==> src/simd_dispatch_defines.svh <==
`ifndef SIMD_DISPATCH_DEFINES_SVH
`define SIMD_DISPATCH_DEFINES_SVH

// ----------------------------------------------------------------
// Lane layout
// ----------------------------------------------------------------
`define WORD_W        32
`define OCTET_W       8
`define HALF_W        16
`define LANE_EXT_W    17
`define LANE_CNT      4
`define HALF_CNT      2
`define REG_IDX_W     5
`define CNT_W         4

// ----------------------------------------------------------------
// Predicate field of the instruction word
// ----------------------------------------------------------------
`define CREG_MSB      31
`define CREG_LSB      29
`define ZTEST_BIT     28
`define CREG_NONE     3'h0
`define CREG_B0       3'h1
`define CREG_B1       3'h2
`define CREG_B2       3'h3
`define CREG_A1       3'h4
`define CREG_A2       3'h5
`define CREG_A0       3'h6
`define CREG_RSVD     3'h7

// Bit positions in the condition-zero vector
`define CZ_A0         0
`define CZ_A1         1
`define CZ_A2         2
`define CZ_B0         3
`define CZ_B1         4
`define CZ_B2         5
`define CZ_W          6

// Bit positions in the unit mask
`define UM_LOGIC      0
`define UM_MULT       1
`define UM_SHIFT      2
`define UM_DATA       3
`define UM_W          4

`endif

==> src/simd_dispatch_pkg.sv <==
`default_nettype none
package simd_dispatch_pkg;

  // Target functional unit
  typedef enum logic [1:0] {
    unit_logic, unit_mult, unit_shift, unit_data
  } unit_t;

  // Extension instruction classes
  typedef enum logic [5:0] {
    op_packed_mpy, op_dot_product, op_average, op_bit_count,
    op_bit_reverse, op_shuffle, op_deinterleave, op_rotate,
    op_galois_quad_multiply, op_delayed_register_move,
    op_sat_var_shift, op_bit_expand,
    op_branch_decrement, op_branch_with_idle, op_branch_if_positive,
    op_pc_relative_add, op_packed_compare, op_sat_packed_add,
    op_packed_shift_right, op_sat_pack, op_octet_unpack,
    op_packed_abs, op_quad_octet_addsub, op_packed_maxmin,
    op_octet_pack, op_octet_abs_difference, op_octet_swap,
    op_halves_pack, op_halves_swap, op_merge_octet_shift,
    op_logic_and, op_logic_andn, op_logic_or, op_logic_xor,
    op_constant_move, op_halves_addsub,
    op_load_double_aligned, op_load_word_unaligned,
    op_load_double_unaligned, op_store_double_aligned,
    op_store_word_unaligned, op_store_double_unaligned,
    op_address_add_doubleword
  } op_class_t;

  // Scalar operand extraction kinds
  typedef enum logic [2:0] {
    signed_lower_half, signed_upper_half,
    unsigned_lower_half, unsigned_upper_half,
    signed_octet, unsigned_octet, whole_word
  } ext_kind_t;

  // Type of the operand read over the cross path
  typedef enum logic [1:0] {
    xk_int, xk_packed_halves, xk_packed_octets, xk_other
  } xkind_t;

  // Packed compare relation
  typedef enum logic [1:0] {
    cmp_eq, cmp_gt, cmp_lt
  } cmp_mode_t;

endpackage : simd_dispatch_pkg
`default_nettype wire

==> src/lane_unpack.sv <==
`timescale 1ns/1ps
`default_nettype none
`include "simd_dispatch_defines.svh"

module lane_unpack (
  // Source word and interpretation
  input  wire logic                         word_signed_in,
  input  wire logic                         octets_in,
  input  wire logic [`WORD_W-1:0]           word_in,
  // Extended lanes, lane 0 lowest
  output logic [`LANE_CNT-1:0][`LANE_EXT_W-1:0] lanes_out
);

  // ----------------------------------------------------------------
  // Per-lane extension, no carry between lanes
  // ----------------------------------------------------------------
  genvar g;
  generate
    for (g = 0; g < `LANE_CNT; g = g + 1) begin : g_lane
      logic [`OCTET_W-1:0] oct;
      logic                oct_top;
      assign oct     = word_in[g*`OCTET_W +: `OCTET_W];
      assign oct_top = word_signed_in & oct[`OCTET_W-1];
      if (g < `HALF_CNT) begin : g_half
        logic [`HALF_W-1:0] hw;
        logic               hw_top;
        assign hw     = word_in[g*`HALF_W +: `HALF_W];
        assign hw_top = word_signed_in & hw[`HALF_W-1];
        assign lanes_out[g] = octets_in ?
          {{(`LANE_EXT_W-`OCTET_W){oct_top}}, oct} :
          {{(`LANE_EXT_W-`HALF_W){hw_top}}, hw};
      end else begin : g_oct
        assign lanes_out[g] = octets_in ?
          {{(`LANE_EXT_W-`OCTET_W){oct_top}}, oct} :
          {`LANE_EXT_W{1'b0}};
      end
    end
  endgenerate

endmodule : lane_unpack
`default_nettype wire

==> src/simd_ext_unit_dispatch_decode.sv <==
`timescale 1ns/1ps
`default_nettype none
`include "simd_dispatch_defines.svh"

// Behaviour
// - Octet lanes numbered from bit 0: lane 0 bits 0-7, lane 3 24-31.
// - Signed octet sign-extends, unsigned octet zero-extends.
// - Half operands take lower or upper half, signed or unsigned.
// - Packed halves are two independent 16-bit values, no carry between.
// - Packed octets are four independent 8-bit values, signed or unsigned.
// - 64-bit result: upper word to odd register, lower word to even.
// - A register pair yields four packed 16-bit values.
// - Bit reverse swaps bit 0 with 31 across the whole word.
// - Bit count counts set bits separately in each octet.
// - Packed compares give one flag per lane: two or four.
// - Predicate register zero or nonzero decides execute or no-operation.
// - Cross path allowed only for integer, packed halves, packed octets.
// - Multiply-only class list goes only to the multiply unit.
// - Double and unaligned loads, stores, address add only on data unit.
// - Branches, compares, saturating adds, shifts, packs, unpacks: shift.
// - Abs, quad add/sub, max/min, octet pack, abs diff, swap: logic.
// - Half pack, half swap, merge shifts on logic and shift units.
// - Logic ops, constant move, half add/sub also on data unit.
// - Selector bits 31-29 include A0; bit 28 is zero test.
module simd_ext_unit_dispatch_decode
  import simd_dispatch_pkg::*;
(
  // Clock and reset
  input  wire logic                          clk_in,
  input  wire logic                          arst_n_in,
  // Dispatch request
  input  wire logic                          valid_in,
  input  wire simd_dispatch_pkg::op_class_t  op_class_in,
  input  wire simd_dispatch_pkg::unit_t      unit_sel_in,
  input  wire logic [`WORD_W-1:0]            instr_word_in,
  input  wire logic [`CZ_W-1:0]              cond_is_zero_in,
  input  wire logic                          cross_use_in,
  input  wire simd_dispatch_pkg::xkind_t     cross_kind_in,
  // Operands and lane controls
  input  wire logic [`WORD_W-1:0]            src1_in,
  input  wire logic [`WORD_W-1:0]            src2_in,
  input  wire logic                          lanes_signed_in,
  input  wire logic                          lanes_octets_in,
  input  wire simd_dispatch_pkg::cmp_mode_t  cmp_mode_in,
  input  wire simd_dispatch_pkg::ext_kind_t  ext_kind_in,
  input  wire logic [1:0]                    ext_lane_in,
  input  wire logic [`WORD_W-1:0]            pair_even_in,
  input  wire logic [`WORD_W-1:0]            pair_odd_in,
  // Wide result to split
  input  wire logic                          res64_valid_in,
  input  wire logic [2*`WORD_W-1:0]          res64_in,
  input  wire logic [`REG_IDX_W-1:0]         res64_dst_in,
  // Dispatch decision
  output logic                               issue_out,
  output logic [`UM_W-1:0]                   unit_grant_out,
  output logic                               illegal_out,
  output logic                               squash_out,
  // Lane results
  output logic [`WORD_W-1:0]                 scalar_out,
  output logic [`LANE_CNT-1:0]               flags_out,
  output logic [`WORD_W-1:0]                 bitrev_out,
  output logic [`LANE_CNT*`CNT_W-1:0]        bitcount_out,
  output logic [`LANE_CNT-1:0][`LANE_EXT_W-1:0] quad_halves_out,
  // Register pair write
  output logic                               wr_pair_out,
  output logic [`REG_IDX_W-1:0]              wr_even_idx_out,
  output logic [`REG_IDX_W-1:0]              wr_odd_idx_out,
  output logic [`WORD_W-1:0]                 wr_even_data_out,
  output logic [`WORD_W-1:0]                 wr_odd_data_out
);

  import simd_dispatch_pkg::*;

  // ----------------------------------------------------------------
  // Decode functions
  // ----------------------------------------------------------------
  // Units allowed for each class
  function automatic logic [`UM_W-1:0] unit_mask(input op_class_t op);
    logic [`UM_W-1:0] m;
    m = '0;
    case (op)
      op_packed_mpy, op_dot_product, op_average, op_bit_count,
      op_bit_reverse, op_shuffle, op_deinterleave, op_rotate,
      op_galois_quad_multiply, op_delayed_register_move,
      op_sat_var_shift, op_bit_expand: begin
        m[`UM_MULT] = 1'b1;
      end
      op_branch_decrement, op_branch_with_idle, op_branch_if_positive,
      op_pc_relative_add, op_packed_compare, op_sat_packed_add,
      op_packed_shift_right, op_sat_pack, op_octet_unpack: begin
        m[`UM_SHIFT] = 1'b1;
      end
      op_packed_abs, op_quad_octet_addsub, op_packed_maxmin,
      op_octet_pack, op_octet_abs_difference, op_octet_swap: begin
        m[`UM_LOGIC] = 1'b1;
      end
      op_halves_pack, op_halves_swap, op_merge_octet_shift: begin
        m[`UM_LOGIC] = 1'b1;
        m[`UM_SHIFT] = 1'b1;
      end
      op_logic_and, op_logic_andn, op_logic_or, op_logic_xor,
      op_constant_move, op_halves_addsub: begin
        m[`UM_LOGIC] = 1'b1;
        m[`UM_SHIFT] = 1'b1;
        m[`UM_DATA]  = 1'b1;
      end
      op_load_double_aligned, op_load_word_unaligned,
      op_load_double_unaligned, op_store_double_aligned,
      op_store_word_unaligned, op_store_double_unaligned,
      op_address_add_doubleword: begin
        m[`UM_DATA] = 1'b1;
      end
      default: m = '0;
    endcase
    return m;
  endfunction : unit_mask

  // Predicate: {reserved, execute}
  function automatic logic [1:0] pred_eval(input logic [2:0] creg,
                                           input logic z,
                                           input logic [`CZ_W-1:0] cz);
    logic sel_zero;
    logic rsvd;
    sel_zero = 1'b0;
    rsvd     = 1'b0;
    case (creg)
      `CREG_NONE: rsvd     = z;
      `CREG_B0:   sel_zero = cz[`CZ_B0];
      `CREG_B1:   sel_zero = cz[`CZ_B1];
      `CREG_B2:   sel_zero = cz[`CZ_B2];
      `CREG_A1:   sel_zero = cz[`CZ_A1];
      `CREG_A2:   sel_zero = cz[`CZ_A2];
      `CREG_A0:   sel_zero = cz[`CZ_A0];
      default:    rsvd     = 1'b1;
    endcase
    if (creg == `CREG_NONE) begin
      return {rsvd, ~rsvd};
    end
    return {rsvd, ~rsvd & (z ? sel_zero : ~sel_zero)};
  endfunction : pred_eval

  // Unit enum to one-hot
  function automatic logic [`UM_W-1:0] unit_onehot(input unit_t u);
    logic [`UM_W-1:0] oh;
    oh = '0;
    case (u)
      unit_logic: oh[`UM_LOGIC] = 1'b1;
      unit_mult:  oh[`UM_MULT]  = 1'b1;
      unit_shift: oh[`UM_SHIFT] = 1'b1;
      unit_data:  oh[`UM_DATA]  = 1'b1;
      default:    oh = '0;
    endcase
    return oh;
  endfunction : unit_onehot

  // ----------------------------------------------------------------
  // Dispatch check
  // ----------------------------------------------------------------
  logic [`UM_W-1:0] sel_oh;
  logic             unit_ok;
  logic             cross_ok;
  logic [1:0]       pred;
  logic             illegal_next;
  logic             exec_next;

  assign sel_oh = unit_onehot(unit_sel_in);
  assign unit_ok = |(sel_oh & unit_mask(op_class_in));
  assign cross_ok = ~cross_use_in | (cross_kind_in != xk_other);
  assign pred = pred_eval(instr_word_in[`CREG_MSB:`CREG_LSB],
                          instr_word_in[`ZTEST_BIT], cond_is_zero_in);
  assign illegal_next = ~unit_ok | ~cross_ok | pred[1];
  assign exec_next    = ~illegal_next & pred[0];

  // Decision registers
  always_ff @(posedge clk_in or negedge arst_n_in) begin
    if (!arst_n_in) begin
      issue_out      <= 1'b0;
      unit_grant_out <= '0;
      illegal_out    <= 1'b0;
      squash_out     <= 1'b0;
    end else begin
      issue_out      <= valid_in & exec_next;
      unit_grant_out <= (valid_in & exec_next) ? sel_oh : '0;
      illegal_out    <= valid_in & illegal_next;
      squash_out     <= valid_in & ~illegal_next & ~pred[0];
    end
  end

  // ----------------------------------------------------------------
  // Lane unpacking
  // ----------------------------------------------------------------
  logic [`LANE_CNT-1:0][`LANE_EXT_W-1:0] lanes1;
  logic [`LANE_CNT-1:0][`LANE_EXT_W-1:0] lanes2;
  logic [`LANE_CNT-1:0][`LANE_EXT_W-1:0] lanes_lo;
  logic [`LANE_CNT-1:0][`LANE_EXT_W-1:0] lanes_hi;

  lane_unpack u_src1 (
    .word_signed_in (lanes_signed_in),
    .octets_in      (lanes_octets_in),
    .word_in        (src1_in),
    .lanes_out      (lanes1)
  );

  lane_unpack u_src2 (
    .word_signed_in (lanes_signed_in),
    .octets_in      (lanes_octets_in),
    .word_in        (src2_in),
    .lanes_out      (lanes2)
  );

  lane_unpack u_pair_lo (
    .word_signed_in (lanes_signed_in),
    .octets_in      (1'b0),
    .word_in        (pair_even_in),
    .lanes_out      (lanes_lo)
  );

  lane_unpack u_pair_hi (
    .word_signed_in (lanes_signed_in),
    .octets_in      (1'b0),
    .word_in        (pair_odd_in),
    .lanes_out      (lanes_hi)
  );

  // ----------------------------------------------------------------
  // Scalar extraction
  // ----------------------------------------------------------------
  logic [`OCTET_W-1:0] oct_sel;
  logic [`WORD_W-1:0]  scalar_next;

  assign oct_sel = src2_in[ext_lane_in*`OCTET_W +: `OCTET_W];

  // Half and octet extraction
  always_comb begin
    case (ext_kind_in)
      signed_lower_half:
        scalar_next = {{`HALF_W{src2_in[`HALF_W-1]}},
                       src2_in[`HALF_W-1:0]};
      signed_upper_half:
        scalar_next = {{`HALF_W{src2_in[`WORD_W-1]}},
                       src2_in[`WORD_W-1:`HALF_W]};
      unsigned_lower_half:
        scalar_next = {{`HALF_W{1'b0}}, src2_in[`HALF_W-1:0]};
      unsigned_upper_half:
        scalar_next = {{`HALF_W{1'b0}}, src2_in[`WORD_W-1:`HALF_W]};
      signed_octet:
        scalar_next = {{(`WORD_W-`OCTET_W){oct_sel[`OCTET_W-1]}},
                       oct_sel};
      unsigned_octet:
        scalar_next = {{(`WORD_W-`OCTET_W){1'b0}}, oct_sel};
      default:
        scalar_next = src2_in;
    endcase
  end

  // ----------------------------------------------------------------
  // Packed compare flags, bit reverse, bit count
  // ----------------------------------------------------------------
  logic [`LANE_CNT-1:0]        flags_next;
  logic [`WORD_W-1:0]          bitrev_next;
  logic [`LANE_CNT*`CNT_W-1:0] bitcount_next;

  genvar g;
  generate
    for (g = 0; g < `LANE_CNT; g = g + 1) begin : g_cmp
      logic live;
      logic eq;
      logic gt;
      logic [`CNT_W-1:0] cnt;
      assign live = lanes_octets_in | (g < `HALF_CNT);
      assign eq   = lanes1[g] == lanes2[g];
      assign gt   = $signed(lanes1[g]) > $signed(lanes2[g]);
      assign flags_next[g] = live &
        ((cmp_mode_in == cmp_eq) ? eq :
         (cmp_mode_in == cmp_gt) ? gt : (~gt & ~eq));
      always_comb begin
        cnt = '0;
        for (int b = 0; b < `OCTET_W; b++) begin
          cnt = cnt + {{(`CNT_W-1){1'b0}}, src2_in[g*`OCTET_W+b]};
        end
      end
      assign bitcount_next[g*`CNT_W +: `CNT_W] = cnt;
    end
    for (g = 0; g < `WORD_W; g = g + 1) begin : g_rev
      assign bitrev_next[g] = src2_in[`WORD_W-1-g];
    end
  endgenerate

  // Lane result registers
  always_ff @(posedge clk_in or negedge arst_n_in) begin
    if (!arst_n_in) begin
      scalar_out      <= '0;
      flags_out       <= '0;
      bitrev_out      <= '0;
      bitcount_out    <= '0;
      quad_halves_out <= '0;
    end else if (valid_in) begin
      scalar_out      <= scalar_next;
      flags_out       <= flags_next;
      bitrev_out      <= bitrev_next;
      bitcount_out    <= bitcount_next;
      quad_halves_out <= {lanes_hi[1], lanes_hi[0],
                          lanes_lo[1], lanes_lo[0]};
    end
  end

  // ----------------------------------------------------------------
  // Register pair write
  // ----------------------------------------------------------------
  always_ff @(posedge clk_in or negedge arst_n_in) begin
    if (!arst_n_in) begin
      wr_pair_out      <= 1'b0;
      wr_even_idx_out  <= '0;
      wr_odd_idx_out   <= '0;
      wr_even_data_out <= '0;
      wr_odd_data_out  <= '0;
    end else begin
      wr_pair_out <= res64_valid_in;
      if (res64_valid_in) begin
        wr_even_idx_out  <= {res64_dst_in[`REG_IDX_W-1:1], 1'b0};
        wr_odd_idx_out   <= {res64_dst_in[`REG_IDX_W-1:1], 1'b1};
        wr_even_data_out <= res64_in[`WORD_W-1:0];
        wr_odd_data_out  <= res64_in[2*`WORD_W-1:`WORD_W];
      end
    end
  end
endmodule : simd_ext_unit_dispatch_decode
`default_nettype wire

==> config.mk <==
export PLATFORM = sky130hd
export DESIGN_NAME = simd_ext_unit_dispatch_decode
export DESIGN_NICKNAME = d
export VERILOG_FILES = /design/src/simd_dispatch_pkg.sv /design/src/lane_unpack.sv /design/src/simd_ext_unit_dispatch_decode.sv
export VERILOG_INCLUDE_DIRS = /design/src
export SDC_FILE = /design/constraint.sdc
export NUM_CORES = 1
export LEC_CHECK = 0
export BUFFER_PORTS_ARGS = -buffer_cell sky130_fd_sc_hd__buf_4
export CORE_AREA = 3 3 192 194
export DETAILED_ROUTE_END_ITERATION = 6
export DIE_AREA = 0 0 195 197
export MAX_ROUTING_LAYER = met4
export PLACE_DENSITY = 0.77
export SYNTH_ARGS = -nofsm -noshare
export SYNTH_HDL_FRONTEND = slang
export SYNTH_HIERARCHICAL = 1
export SYNTH_SLANG_ARGS = --single-unit
==> constraint.sdc <==
create_clock -name clk_in -period 1.3 [get_ports clk_in]
set_clock_uncertainty 0.1 [all_clocks]
set_input_delay 0.065 -clock clk_in [delete_from_list [all_inputs] [get_ports clk_in]]
set_output_delay 0.065 -clock clk_in [all_outputs]
set_load 0.1 [all_outputs]
After elaboration in Yosys (flattened, before gate mapping)
Cells that the tools add are included.
- logic and storage cells: 198
- register bits: 233
- bits in latches: 0
- ROM bits: 0
- bits of input ports: 259
- output and inout bits: 234
- memory bits (writable): 0
- memories: 0
- bitwise operators: 43
- $lt $le $gt $ge: 4
- muxes and demuxes: 32
- shift-type cells: 1
- div/mod/pow operators: 0
- equal/unequal tests: 62
- reductions and logical operators: 11
- $add $sub $neg: 28
- multipliers: 0
- operator list (kind ; number):
    $pmux 32 s6 ; 1
    $mux 17 ; 8
    $eq 6x5->1 const B ; 16
    $eq 17x17->1 ; 4
    $gt 17x17->1 ; 4
    $eq 6x6->1 const B ; 11
    $add 4x1->4 ; 16
    $eq 6x4->1 const B ; 8
    $shiftx 32x6->8 ; 1
    $and 1x1->1 ; 24
    $eq 6x3->1 const B ; 4
    $mux 1 ; 18
    $reduce_or 18->1 ; 1
    $add 3x1->4 ; 4
    $eq 3x3->1 const B ; 5
    $not 1->1 ; 15
    $reduce_or 15->1 ; 1
    $reduce_or 13->1 ; 1
    $add 2x1->3 ; 4
    $eq 3x2->1 const B ; 4
    $eq 6x2->1 const B ; 2
    $reduce_or 12->1 ; 1
    $add 1x1->2 ; 4
    $eq 3x1->1 const B ; 2
    other kinds (15) ; 22

Longest topological paths before layout
- depth in word-level cells: 12
- gate-level depth with buffers: 13
- gate-level depth less buffers: 11

Modules after synthesis
The synthesis kept the hierarchy.
- modules (own cells, without submodules) (module ; times used ; seq. area each (µm²) ; cells each ; area an instance (µm²)):
    simd_ext_unit_dispatch_decode ; 1 ; 5730.5 ; 991 ; 11841.4
    lane_unpack ; 4 ; 0.0 ; 94 ; 618.1

Least setup slack after synthesis
OpenSTA, ideal clock, no wires.
- kind: input port to flip-flop
- start point: input src2_in[8]
- end point: register bitcount_out[6]
- library setup time: 0.125 ns
- stages on the path: 10
- arrival: 2.493 ns
- path buffers: 0
- setup slack: -1.418 ns
- data required time: 1.075 ns
- cells stage by stage: fa_1 -> inv_1 -> fa_1 -> fa_1 -> inv_1 -> ha_1 -> inv_1 -> fa_1 -> xnor2_1 -> mux2_2
- word-level cells in the longest chain between the ends: 7
- ends and longest elaborated chain (item ; line ; RTL):
    start: declaration ; simd_ext_unit_dispatch_decode.sv:41 ; input wire logic [`WORD_W-1:0] src2_in,
    $add 1x1->2 ; simd_ext_unit_dispatch_decode.sv:279 ; cnt = cnt + {{(`CNT_W-1){1'b0}}, src2_in[g*`OCTET_W+b]};
    $add 2x1->3 ; simd_ext_unit_dispatch_decode.sv:279 ;
    $add 3x1->4 ; simd_ext_unit_dispatch_decode.sv:279 ;
    $add 4x1->4 (4 in a row) ; simd_ext_unit_dispatch_decode.sv:279 ;
    end signal: assignment ; simd_ext_unit_dispatch_decode.sv:301 ; bitcount_out <= bitcount_next;
    end: declaration ; simd_ext_unit_dispatch_decode.sv:62 ; output logic [`LANE_CNT*`CNT_W-1:0] bitcount_out,
No other way between the ends.
A chain may end at the register's enable or synchronous reset.

Final worst setup path
- start point: input src2_in[1]
- end point: register bitcount_out[2]
The elaborated chain is that of the path after synthesis.

==> metrics.yaml <==
clock_tree:
  clk_pin_slew_ps: 60
  cts.sinks: 229
  cts_tree: "yes"
  cts_buffer_depth: 3
  htreeDepth: 1
  numCtsBuffers: 27
  worstSkewPairLatency_ps: 550
  root_buffer: "clkbuf_16"
grt:
  grt_max_degree: 64
  overflow: 0
  grt_pass1_vias: 14500
  grt_use_total: 0.304
  antenna_found_initial: 4
  grt_pass1_wl_mm: 87.4
status:
  violations: "negative hold slack, negative setup slack"
  status: "finished with violations"
synthesis:
  ys_warn_count: 6
  syn_inst: 1297
  syn_area_um2: 13800
  syn_area_per_cell_um2: 10.7
flow_run:
  cap_violations: 0
worst_setup_path:
  worstPathRequired_ps: 1640
  crit_type: "in2reg"
  end_kind: "flip-flop"
  worstPathArrival_ps: 2760
  reg2regPathDepth: 3
  cp-start-kind: "input pin"
  path_max_fanout: 2
hold_path:
  hold_class: "in2reg"
  whs_path_depth: 5
route:
  routed_wl_mm: 64.4
  drtIter0Drc: 876
  vias: 13800
  avgRoutedWirePerCell_um: 25.4
  drcViolationCount: 0
  postRouteAntennaNets: 0
  drt-vias-per-instance: 5.43
  drt_pass1_iterations: 7
timing:
  fmax_mhz: 412
  finalHoldViolCount: 5
  tightest_slew_ps: 816
  fin_ws_ps: -1130
  timing.final.setup_violations: 246
  fin_crit_ps: 2430
  whs_ps: -91.9
  rsz0062_at_grt: "true"
  maxSlewViolCount: 0
  slew_headroom: 0.454
  post-route-period-util: 1.87
floorplan:
  std_cell_rows: 69
  dieArea_um2: 38400
  initial_core_util: 0.391
  pin_count: 493
  die_w_um: 195
  core_region_area_um2: 35400
  die_h_um: 197
pwr:
  power.leakage_nw: 11.8
  power.density_nw_per_um2: 1350
  ir_worst_vdd_v: 0.00141
finish:
  utilization: 0.726
  area_delta_synth_final_pct: 85.7
  fin_nets: 2406
  drive_gt1_frac: 0.610
  fillers: 2086
place:
  place_ws_ps: -1720
  portBuffers: 462
  hpwl_mm: 36.8
  gp_congestion: 0.890
==> power by group <==
group | internal, W | switching [W]
Sequential | 0.00814 | 0.00116
Clock | 0.00452 | 0.00330
Combinational | 0.00689 | 0.0105
==> metrics by stage <==
stage	hold WS (ps)	power (W)	area, µm²	cells	TNS (ps)
after floorplan	-331	0.0183	14400	1299	-23760
after global placement	-183	0.0219	18800	2237	-42350
after detailed placement	-181	0.0221	18800	2237	-43270
after CTS	-148	0.0330	24300	2503	-23450
after global routing	-76.3	0.0355	25700	2536	-31930
final	-91.9	0.0346	25700	2536	-22940
==> worst paths after layout <==
path	slack, ps	to	start
max in group asynchronous	-260	quad_halves_out[13]	arst_n_in
min in group asynchronous	90	scalar_out[21]	arst_n_in
worst min register to register	390	wr_odd_idx_out[0]	wr_odd_idx_out[0]
worst max-delay path	-1130	bitcount_out[2]	src2_in[1]
worst min-delay path	-90	unit_grant_out[2]	instr_word_in[28]
worst max register to register	110	wr_even_data_out[27]	wr_even_data_out[27]
==> final cells by class <==
class / count / area, µm² / area share
inverters: 187 / 702 / 0.0273
flip-flops and latches: 229 / 5950 / 0.232
repair buffers: 848 / 10100 / 0.392
clock buffers: 39 / 771 / 0.0300
multi-input cells: 758 / 7490 / 0.291
diodes: 4 / 10.0 / 0.000390
clock inverters: 10 / 113 / 0.00438
well taps: 461 / 577 / 0.0225
==> metal layers <==
| metal | wire length [µm] | part of all wire | GRT usage |
|---|---|---|---|
| met4 | 4680 | 0.073 | 0.146 |
| met2 | 32600 | 0.51 | 0.529 |
| met3 | 5520 | 0.086 | 0.0874 |
| met5 | 0 | 0 | - |
| met1 | 21600 | 0.33 | 0.319 |
==> placed cells by master (no fill, tap or decap), types with 40 or more instances in the layout <==
cell type	count
dlygate4sd3_1	181
dfrtp_2	175
buf_12	236
dfrtp_1	54
inv_1	161
ha_1	50
o21ai_0	56
mux2_2	188
a21oi_1	40
buf_4	391
==> critical path, cell delays in order <==
cell	delay, ps
buf_4	130
fa_1	570
inv_1	80
fa_1	500
fa_2	440
inv_2	80
ha_4	130
inv_2	40
fa_2	340
xnor2_1	130
mux2_2	260
==> flip-flops by register name (all words and copies together), names as in the netlist <==
signal and count:
squash_out 1, bitrev_out 32, illegal_out 1, scalar_out 32, wr_odd_idx_out 5, wr_pair_out 1, issue_out 1, wr_odd_data_out 32
wr_even_data_out 32, flags_out 4, bitcount_out 16, quad_halves_out 68, unit_grant_out 4
==> what timing repair did <==
item,CTS,global route
hold buffers,182,3
gates resized for setup,610,246
setup endpoints to repair,253,291
pin swaps,48,35
buffers inserted,29,26
cloned,6,4
hold endpoints to repair,443,23
Note: power is estimated with default switching activity, not from simulation.
